==> src/rtl/acs_pkg.sv <==
// Purpose: shared constants and types of the conversion sequencer
// Assumes: 32-bit APB, byte addresses, one word per register
// Notes: all timing counts are in main-clock cycles
package acs_pkg;
	localparam int unsigned NCH = 8;
	localparam int unsigned CHW = 3;
	localparam int unsigned DW = 24;
	localparam int unsigned FWW = 7;
	localparam int unsigned ACCW = 12;
	localparam int unsigned CW = 16;
	// control group, byte offsets
	localparam logic [4:0] A_MODE = 5'h00;
	localparam logic [4:0] A_IOPORT = 5'h04;
	localparam logic [4:0] A_ADCSTAT = 5'h08;
	localparam logic [4:0] A_IRQSTAT = 5'h0C;
	localparam logic [4:0] A_IRQMASK = 5'h10;
	// per-channel groups: paddr[7:5] selects group, paddr[4:2] the channel
	localparam logic [2:0] G_CTRL = 3'h0;
	localparam logic [2:0] G_SETUP = 3'h2;
	localparam logic [2:0] G_OFFS = 3'h3;
	localparam logic [2:0] G_DATA = 3'h4;
	localparam logic [2:0] G_CHSTAT = 3'h5;
	// field positions
	localparam int unsigned MODE_CH_LSB = 4;
	localparam int unsigned SU_EN = 0;
	localparam int unsigned SU_DIFF = 1;
	localparam int unsigned SU_CHOP = 2;
	localparam int unsigned SU_FW_LSB = 8;
	localparam int unsigned CHST_RDY = 3;
	localparam int unsigned IRQ_DONE = 0;
	localparam int unsigned IRQ_OVWR = 1;
	// operating modes
	localparam logic [1:0] MODE_IDLE = 2'h0;
	localparam logic [1:0] MODE_CONT = 2'h1;
	localparam logic [1:0] MODE_SINGLE = 2'h2;
	// timing in main-clock cycles
	localparam logic [CW-1:0] SETTLE1_LONG = 16'h002C;
	localparam logic [CW-1:0] SETTLE1_SHORT = 16'h002B;
	localparam logic [CW-1:0] SETTLE2_CYC = 16'h002A;
	localparam logic [CW-1:0] SCALE_CYC = 16'h00A3;
	localparam int unsigned FW_TICK_SHIFT = 4; // modulator ticks per filter_word unit, as a shift
	localparam int unsigned MOD_DIV_SHIFT = 1; // modulator runs at half the main clock
	typedef enum logic [2:0] {
		ST_IDLE = 3'b000,
		ST_SETTLE1 = 3'b001,
		ST_SAMPLE1 = 3'b010,
		ST_SETTLE2 = 3'b011,
		ST_SAMPLE2 = 3'b100,
		ST_SCALE = 3'b101
	} acs_state_t;
	typedef struct packed {
		logic [CHW-1:0] ch;
		logic diff;
		logic swap;
		logic sampling;
	} acs_mux_t;
	typedef struct packed {
		logic [FWW-1:0] fw;
		logic chop;
		logic diff;
		logic en;
	} acs_setup_t;
endpackage

==> src/rtl/acs_sequencer.sv <==
// Purpose: conversion-cycle sequencer with APB register file and interrupt
// Assumes: mod_bit comes from on-chip modulator logic on clk_sys
// Notes: filter is a ones counter; calibration is an offset subtract
//
// Design decisions made here: the address map and the APB interface to the registers.
`timescale 1ns/1ps
//Contract
//- chop on: polarity swaps between the two sampling phases
//- chop on: result is mean of normal and reversed phase results
//- each cycle opens with 43 or 44 cycles of settling
//- sampling length follows the channel filter_word
//- chop on: 42-cycle second settle, then reversed sampling phase
//- 163-cycle scaling combines, calibrates, stores to data register
//- chop off: one settle, one sampling, one scaling phase
//- ready pin high throughout scaling
//- at update end set both ready bits and pull ready pin low, in all-enabled select only once every enabled channel is ready
//- continuous mode starts next enabled channel immediately
//- each channel uses its own timing and chop settings
//- modulator clocked at half main clock
//- mux routes each channel single-ended or differential
//- single conversion returns mode to idle after storing
//- continuous scan runs until mode written or reset
//- reading a data register clears its ready bit
//- ready_all_select picks all-enabled or any-channel ready pin
module acs_sequencer (
	input wire logic clk_sys,
	input wire logic rstn,
	input wire logic ce,
	input wire logic psel,
	input wire logic penable,
	input wire logic pwrite,
	input wire logic [7:0] paddr,
	input wire logic [31:0] pwdata,
	output logic [31:0] prdata,
	output logic pready,
	output logic pslverr,
	input wire logic mod_bit,
	output acs_pkg::acs_mux_t mux,
	output logic mod_clk,
	output logic ready_n,
	output logic irq
);
	import acs_pkg::*;

	logic [1:0] mode_reg, mode_next;
	logic [CHW-1:0] sel_ch_reg, sel_ch_next;
	logic rall_reg, rall_next;
	acs_setup_t setup_reg [NCH];
	acs_setup_t setup_next [NCH];
	logic [DW-1:0] offs_reg [NCH];
	logic [DW-1:0] offs_next [NCH];
	logic [DW-1:0] data_reg [NCH];
	logic [DW-1:0] data_next [NCH];
	logic [NCH-1:0] rdy_reg, rdy_next;
	logic [1:0] irqst_reg, irqst_next;
	logic [1:0] irqmask_reg, irqmask_next;
	acs_state_t state_reg, state_next;
	logic [CW-1:0] cnt_reg, cnt_next;
	logic [CHW-1:0] cur_reg, cur_next;
	logic [ACCW-1:0] acc_reg, acc_next;
	logic [ACCW-1:0] acc1_reg, acc1_next;
	logic first_reg, first_next;
	acs_mux_t mux_reg, mux_next;
	logic modclk_reg, modclk_next;
	logic ready_n_reg, ready_n_next;
	logic irq_reg, irq_next;
	logic [31:0] prdata_reg, prdata_next;
	logic pready_reg, pready_next;
	logic pslverr_reg, pslverr_next;

	// working values of the combinational process
	logic fire, wr_fire, rd_fire, rd_ok, rdy_ok, done;
	logic [2:0] grp;
	logic [CHW-1:0] idx, nxt;
	logic [NCH-1:0] rdy_clr, rdy_set, en_mask;
	logic [1:0] ev;
	logic [CW-1:0] lim;
	logic [ACCW-1:0] nticks;
	logic [ACCW:0] sum;
	logic [DW-1:0] result;
	acs_setup_t cs;

	assign prdata = prdata_reg;
	assign pready = pready_reg;
	assign pslverr = pslverr_reg;
	assign mux = mux_reg;
	assign mod_clk = modclk_reg;
	assign ready_n = ready_n_reg;
	assign irq = irq_reg;

	// bus decode, sequencer, flags and pins: next values
	always_comb begin
		grp = paddr[7:5];
		idx = paddr[4:2];
		fire = psel & penable & pready_reg;
		wr_fire = fire & pwrite & ~pslverr_reg;
		rd_fire = fire & ~pwrite & ~pslverr_reg;
		mode_next = mode_reg;
		sel_ch_next = sel_ch_reg;
		rall_next = rall_reg;
		setup_next = setup_reg;
		offs_next = offs_reg;
		data_next = data_reg;
		irqmask_next = irqmask_reg;
		state_next = state_reg;
		cnt_next = cnt_reg + 16'h0001;
		cur_next = cur_reg;
		acc_next = acc_reg;
		acc1_next = acc1_reg;
		first_next = first_reg;
		modclk_next = 1'b0;
		rdy_clr = '0;
		rdy_set = '0;
		ev = '0;
		en_mask = '0;
		for (int i = 0; i < NCH; i++) begin
			en_mask[i] = setup_reg[i].en;
		end
		// register read data, answered one cycle into the access phase
		pready_next = psel & penable & ~pready_reg;
		prdata_next = prdata_reg;
		pslverr_next = 1'b0;
		rd_ok = 1'b1;
		prdata_next = '0;
		case (grp)
			G_CTRL: begin
				case (paddr[4:0])
					A_MODE: prdata_next = (32'(sel_ch_reg) << MODE_CH_LSB) | 32'(mode_reg);
					A_IOPORT: prdata_next = 32'(rall_reg);
					A_ADCSTAT: prdata_next = 32'(rdy_reg);
					A_IRQSTAT: prdata_next = 32'(irqst_reg);
					A_IRQMASK: prdata_next = 32'(irqmask_reg);
					default: rd_ok = 1'b0;
				endcase
			end
			G_SETUP: prdata_next = (32'(setup_reg[idx].fw) << SU_FW_LSB) | (32'(setup_reg[idx].chop) << SU_CHOP)
				| (32'(setup_reg[idx].diff) << SU_DIFF) | (32'(setup_reg[idx].en) << SU_EN);
			G_OFFS: prdata_next = 32'(offs_reg[idx]);
			G_DATA: prdata_next = 32'(data_reg[idx]);
			G_CHSTAT: prdata_next = (32'(rdy_reg[idx]) << CHST_RDY) | 32'(idx);
			default: rd_ok = 1'b0;
		endcase
		if (!pready_next) begin
			prdata_next = prdata_reg;
		end
		pslverr_next = pready_next & ~rd_ok;
		// reading a data register releases its ready bit
		if (rd_fire && grp == G_DATA) begin
			rdy_clr[idx] = 1'b1;
		end
		// sequencer
		cs = setup_reg[cur_reg];
		nticks = ACCW'(cs.fw) << FW_TICK_SHIFT;
		sum = (ACCW+1)'(acc1_reg) + (ACCW+1)'(nticks - acc_reg);
		result = cs.chop ? DW'(sum >> 1) : DW'(acc1_reg);
		result = result - offs_reg[cur_reg];
		nxt = cur_reg;
		for (int k = NCH - 1; k >= 1; k--) begin
			if (setup_reg[CHW'(cur_reg + CHW'(k))].en) begin
				nxt = CHW'(cur_reg + CHW'(k));
			end
		end
		case (state_reg)
			ST_SETTLE1: lim = first_reg ? SETTLE1_LONG : SETTLE1_SHORT;
			ST_SAMPLE1, ST_SAMPLE2: lim = CW'(nticks) << MOD_DIV_SHIFT;
			ST_SETTLE2: lim = SETTLE2_CYC;
			ST_SCALE: lim = SCALE_CYC;
			default: lim = '0;
		endcase
		done = (cnt_reg + 16'h0001) >= lim;
		case (state_reg)
			ST_IDLE: begin
				cnt_next = '0;
			end
			ST_SETTLE1: begin
				if (done) begin
					state_next = ST_SAMPLE1;
					cnt_next = '0;
					acc_next = '0;
				end
			end
			ST_SAMPLE1, ST_SAMPLE2: begin
				modclk_next = ~modclk_reg;
				if (modclk_reg) begin
					acc_next = acc_reg + ACCW'(mod_bit);
				end
				if (done) begin
					cnt_next = '0;
					modclk_next = 1'b0;
					if (state_reg == ST_SAMPLE1) begin
						acc1_next = acc_next;
						state_next = cs.chop ? ST_SETTLE2 : ST_SCALE;
					end else begin
						state_next = ST_SCALE;
					end
				end
			end
			ST_SETTLE2: begin
				if (done) begin
					state_next = ST_SAMPLE2;
					cnt_next = '0;
					acc_next = '0;
				end
			end
			ST_SCALE: begin
				if (done) begin
					data_next[cur_reg] = result;
					rdy_set[cur_reg] = 1'b1;
					ev[IRQ_DONE] = 1'b1;
					ev[IRQ_OVWR] = rdy_reg[cur_reg] & ~rdy_clr[cur_reg];
					cnt_next = '0;
					first_next = 1'b0;
					if (mode_reg == MODE_CONT) begin
						cur_next = nxt;
						state_next = ST_SETTLE1;
					end else begin
						mode_next = MODE_IDLE;
						state_next = ST_IDLE;
					end
				end
			end
			default: begin
				state_next = ST_IDLE;
				cnt_next = '0;
			end
		endcase
		// register writes; a mode write restarts the sequencer
		if (wr_fire) begin
			case (grp)
				G_CTRL: begin
					case (paddr[4:0])
						A_MODE: begin
							mode_next = pwdata[1:0];
							sel_ch_next = pwdata[MODE_CH_LSB +: CHW];
							rdy_clr = '1;
							cur_next = pwdata[MODE_CH_LSB +: CHW];
							cnt_next = '0;
							first_next = 1'b1;
							modclk_next = 1'b0;
							if (pwdata[1:0] == MODE_CONT || pwdata[1:0] == MODE_SINGLE) begin
								state_next = ST_SETTLE1;
							end else begin
								mode_next = MODE_IDLE;
								state_next = ST_IDLE;
							end
						end
						A_IOPORT: rall_next = pwdata[0];
						A_IRQMASK: irqmask_next = pwdata[1:0];
						default: ;
					endcase
				end
				G_SETUP: begin
					setup_next[idx].fw = pwdata[SU_FW_LSB +: FWW];
					setup_next[idx].chop = pwdata[SU_CHOP];
					setup_next[idx].diff = pwdata[SU_DIFF];
					setup_next[idx].en = pwdata[SU_EN];
				end
				G_OFFS: offs_next[idx] = pwdata[DW-1:0];
				default: ;
			endcase
		end
		// sticky flags: a set in the clearing cycle wins
		rdy_next = (rdy_reg & ~rdy_clr) | rdy_set;
		irqst_next = irqst_reg & ~((wr_fire && grp == G_CTRL && paddr[4:0] == A_IRQSTAT) ? pwdata[1:0] : 2'h0);
		irqst_next = irqst_next | ev;
		irq_next = |(irqst_next & irqmask_next);
		// ready pin: forced high while scaling
		rdy_ok = rall_next ? ((en_mask != '0) && ((rdy_next & en_mask) == en_mask)) : (|rdy_next);
		ready_n_next = (state_next == ST_SCALE) | ~rdy_ok;
		// multiplexer steering
		mux_next.ch = cur_next;
		mux_next.diff = setup_next[cur_next].diff;
		mux_next.swap = (state_next == ST_SETTLE2) || (state_next == ST_SAMPLE2);
		mux_next.sampling = (state_next == ST_SAMPLE1) || (state_next == ST_SAMPLE2);
	end

	// all state registers, frozen while ce is low
	always_ff @(posedge clk_sys or negedge rstn) begin
		if (!rstn) begin
			mode_reg <= MODE_IDLE;
			sel_ch_reg <= '0;
			rall_reg <= 1'b0;
			setup_reg <= '{default: '0};
			offs_reg <= '{default: '0};
			data_reg <= '{default: '0};
			rdy_reg <= '0;
			irqst_reg <= '0;
			irqmask_reg <= '0;
			state_reg <= ST_IDLE;
			cnt_reg <= '0;
			cur_reg <= '0;
			acc_reg <= '0;
			acc1_reg <= '0;
			first_reg <= 1'b1;
			mux_reg <= '0;
			modclk_reg <= 1'b0;
			ready_n_reg <= 1'b1;
			irq_reg <= 1'b0;
			prdata_reg <= '0;
			pready_reg <= 1'b0;
			pslverr_reg <= 1'b0;
		end else if (ce) begin
			mode_reg <= mode_next;
			sel_ch_reg <= sel_ch_next;
			rall_reg <= rall_next;
			setup_reg <= setup_next;
			offs_reg <= offs_next;
			data_reg <= data_next;
			rdy_reg <= rdy_next;
			irqst_reg <= irqst_next;
			irqmask_reg <= irqmask_next;
			state_reg <= state_next;
			cnt_reg <= cnt_next;
			cur_reg <= cur_next;
			acc_reg <= acc_next;
			acc1_reg <= acc1_next;
			first_reg <= first_next;
			mux_reg <= mux_next;
			modclk_reg <= modclk_next;
			ready_n_reg <= ready_n_next;
			irq_reg <= irq_next;
			prdata_reg <= prdata_next;
			pready_reg <= pready_next;
			pslverr_reg <= pslverr_next;
		end
	end
endmodule // acs_sequencer

==> config.mk <==
export PLATFORM = sky130hd
export DESIGN_NAME = acs_sequencer
export DESIGN_NICKNAME = d
export VERILOG_FILES = /design/src/rtl/acs_pkg.sv /design/src/rtl/acs_sequencer.sv
export SDC_FILE = /design/constraint.sdc
export NUM_CORES = 1
export LEC_CHECK = 0
export BUFFER_PORTS_ARGS = -buffer_cell sky130_fd_sc_hd__buf_2
export CELL_PAD_IN_SITES_DETAIL_PLACEMENT = 1
export CELL_PAD_IN_SITES_GLOBAL_PLACEMENT = 1
export CORE_MARGIN = 4
export CORE_UTILIZATION = 47
export CTS_CLUSTER_SIZE = 28
export DETAILED_ROUTE_END_ITERATION = 10
export GPL_TIMING_DRIVEN = 1
export PLACE_DENSITY = 0.75
export SYNTH_ARGS = -nofsm -noshare
export SYNTH_HDL_FRONTEND = slang
export SYNTH_SLANG_ARGS = --single-unit
==> constraint.sdc <==
create_clock -name clk_sys -period 6.2 [get_ports clk_sys]
set_input_delay 0.31 -clock clk_sys [delete_from_list [all_inputs] [get_ports clk_sys]]
set_output_delay 0.31 -clock clk_sys [all_outputs]
set_load 0.01 [all_outputs]
==> impl_metrics.ini <==
[power_and_ir_drop]
power.switching_mw = 3.04
p_leak_nw = 15.6
p_sw_share_pct = 30.7
p_int_mw = 6.87
powerDensity_nw_per_um2 = 290
pwr-share-seq_pct = 40.5
pwr-share-comb_pct = 20.8
pwr-share-clk_pct = 38.7
peakVddDrop_v = 0.000256

[yosys]
yosys_warnings = 0
ys_seq_area_share_pct = 45.4
synth_cells = 2525
synthDistinctLibCells = 100
synth_top_cell_area_share_pct = 45.2
synth_area_leaders = dfrtp_1 (45%), mux4_2 (14%), mux2_2 (12%)
synth-seq-cells = 561
yosysMostFrequentCell = dfrtp_1
synth-async-reset-ratio_pct = 100
synth_edf_count = 0
synthFlopType = dfrtp_1
yosysTopAreaCell = dfrtp_1
synth_common_cells = dfrtp_1 (559), mux2_2 (317), nand2_1 (258)
synthesis.area_um2 = 30900
syn_avg_cell_area_um2 = 12.3

[clock_network]
cts.sinks = 561
clock_latency_ns = 0.65
cts_root_buf = clkbuf_16
cts_tree = built
clock_path_buffers = 3
cts_max_level = 2
clk_pin_slew_ns = 0.06
numCtsBuffers = 61

[floorplan]
die_area_um2 = 70000
core-area_um2 = 64800
initial_core_util_pct = 47.7
fp.dieH_um = 265
die_w_um = 265
placementRows = 93
ioPinCount = 90

[flow_run]
cap_violations = 0

[sta]
finalCriticalPeriod_ns = 5.82
fmax_ghz = 0.172
rsz0062_at_grt = false
setup-tns-final_ns = 0
setup_viol = 0
final_min_period_over_clock_period_pct = 93.8
hold_viol_final = 0
relSlewSlack_pct = 22.3
tightest_slew_ns = 1.16
clock_skew_ns = 0.0203
worst_slack_ns = 0.382
drv_slew = 0

[placement]
place_area_um2 = 31900
dp_slack_ns = 0.0947
port_buffers = 73
gp_congestion = 0.861
dp_hpwl_um = 59800

[setup_path]
crit_chain = mux4_2 > mux2i_1 > buf_4 > fa_1 > inv_1 > ha_1 > o21ai_0 > a21boi_0 > o21ai_0 > a21boi_0 > o21ai_0 > a21boi_1 > o31ai_1 > ha_1 > nand3_1 > a211oi_2 > o311ai_1 > buf_4 > a2111oi_2 > xnor2_1 > mux2_2
cp_data_arrival_time_ns = 6.34
cp-end-kind = flip-flop
cp_slowest_cell = mux4_2
worstPathRequired_ns = 6.72
cpMostUsedCell = o21ai_0
crit_type = reg -> reg
slowest_delay_ns = 0.53
cp-start-kind = flip-flop
worstPathMaxFanout = 8

[global_route]
gr-total-overflow = 0
grt_pass1_wl_um = 145000
grt_antenna_before_repair = 3
globalRouteTotalUtil_pct = 26.4
first_global_vias = 23900
grt_max_degree = 183

[finish]
finish.instance_area_um2 = 34200
drive_gt1_share_pct = 30.1
final_nets = 2645
area_growth_pct = 10.4

[worst_hold_path]
hp-class = in -> reg

[run_status]
status = finished clean

[detailed_routing]
num_vias = 21800
drc_errors = 0
drtPass1Iterations = 5
viasPerCell = 6.34
first_iter_violations = 1699
wl_per_cell_um = 27.0
wirelength_um = 92800
postRouteAntennaNets = 0
-- area by class of cell --
type                       count  area, um2
fill                        6581      30700
clock buffer                  88       1730
timing repair buffer         140        987
tap                          855       1070
antenna                        2       5.00
sequential                   561      14000
clock inverter                22        367
multi-input combinational   1707      15700
inverter                      69        259
-- power by group through the flow --
stage / sequential [mW] / clock, mW / combinational, mW
finish: 4.01 / 3.84 / 2.06
global placement: 4.05 / 0 / 1.93
CTS: 4.01 / 3.91 / 2.06
global route: 4.04 / 4.07 / 2.28
detailed placement: 4.08 / 0 / 2.03
floorplan: 4.01 / 0 / 1.38
-- routing by layer --
metal	GRT usage, %	wire length, um	vias up
met2	44.1	45500	634
met3	3.91	4710	177
met5	0	11	-
met1	34.8	38400	11700
li1	-	-	9337
met4	11.1	4180	2
-- worst max-delay path, delay by kind of cell, from the launching register on --
family          cells  cell delay [ns]
fa+ha+maj           3             0.98
buf+inv             3             0.44
xor+xnor            1             0.26
mux                 3             1.01
simple gates        1             0.13
flops               1             0.50
compound gates     10             2.37
-- final timing paths --
kind                                            from                         to  slack, ns  cells past startpoint
setup / recovery                  mux[3]$_DFFE_PN0P_   data_reg[69]$_DFFE_PN0P_       0.38                     21
hold / removal                             pwdata[0]   irqst_reg[0]$_DFFE_PN0P_       0.04                      4
setup reg to reg                  mux[3]$_DFFE_PN0P_   data_reg[69]$_DFFE_PN0P_       0.38                     21
hold reg to reg            data_reg[124]$_DFFE_PN0P_  data_reg[124]$_DFFE_PN0P_       0.48                      2
max in group asynchronous                       rstn  offs_reg[156]$_DFFE_PN0P_       4.62                      3
min in group asynchronous                       rstn     cnt_reg[7]$_DFFE_PN0P_       0.18                      2
-- layout by cell type, fill, tap and decap left out, types with 16 or more instances in the layout --
master / count
a21o_1: 18
a21oi_1: 65
buf_2: 69
buf_4: 50
clkbuf_1: 17
clkbuf_16: 61
dfrtp_1: 557
ha_1: 49
inv_1: 66
mux2_1: 28
mux2_2: 317
mux2i_1: 87
mux4_2: 192
nand2_1: 258
nand2b_1: 24
nand3_1: 36
nor2_1: 73
nor3_1: 25
o21ai_0: 200
o21ai_1: 24
o22ai_1: 16
xnor2_1: 34
-- logic make-up after synthesis --
family	synth area share [%]
and+or+nand+nor	7.74
adders and majority gates	2.56
muxes	30.2
xor gates and xnor gates	1.44
other	0.0121
DFF	45.4
buffers and inverters	4.02
AOI/OAI and AO/OA	8.66
-- metrics by stage --
| step | total power [mW] | utilization [%] | instances | hold slack [ns] |
|---|---|---|---|---|
| 2_1_floorplan | 5.39 | - | 2532 | 0.0144 |
| 3_3_place_gp | 5.99 | 49.2 | 3319 | 0.268 |
| 3_5_place_dp | 6.10 | 49.2 | 3319 | 0.269 |
| 4_1_cts | 9.98 | 52.6 | 3441 | 0.0187 |
| 5_1_grt | 10.4 | 52.7 | 3443 | 0.0664 |
| 6_report | 9.91 | 52.7 | 3444 | 0.0421 |
-- timing repair --
item                                    CTS  global route
endpoints found under the hold margin   131             0
endpoints found under the setup margin    0            56
setup buffers                             0             1
hold buffers                             12             0
resized for setup                         0             4
(Power assumes the default switching activity.)
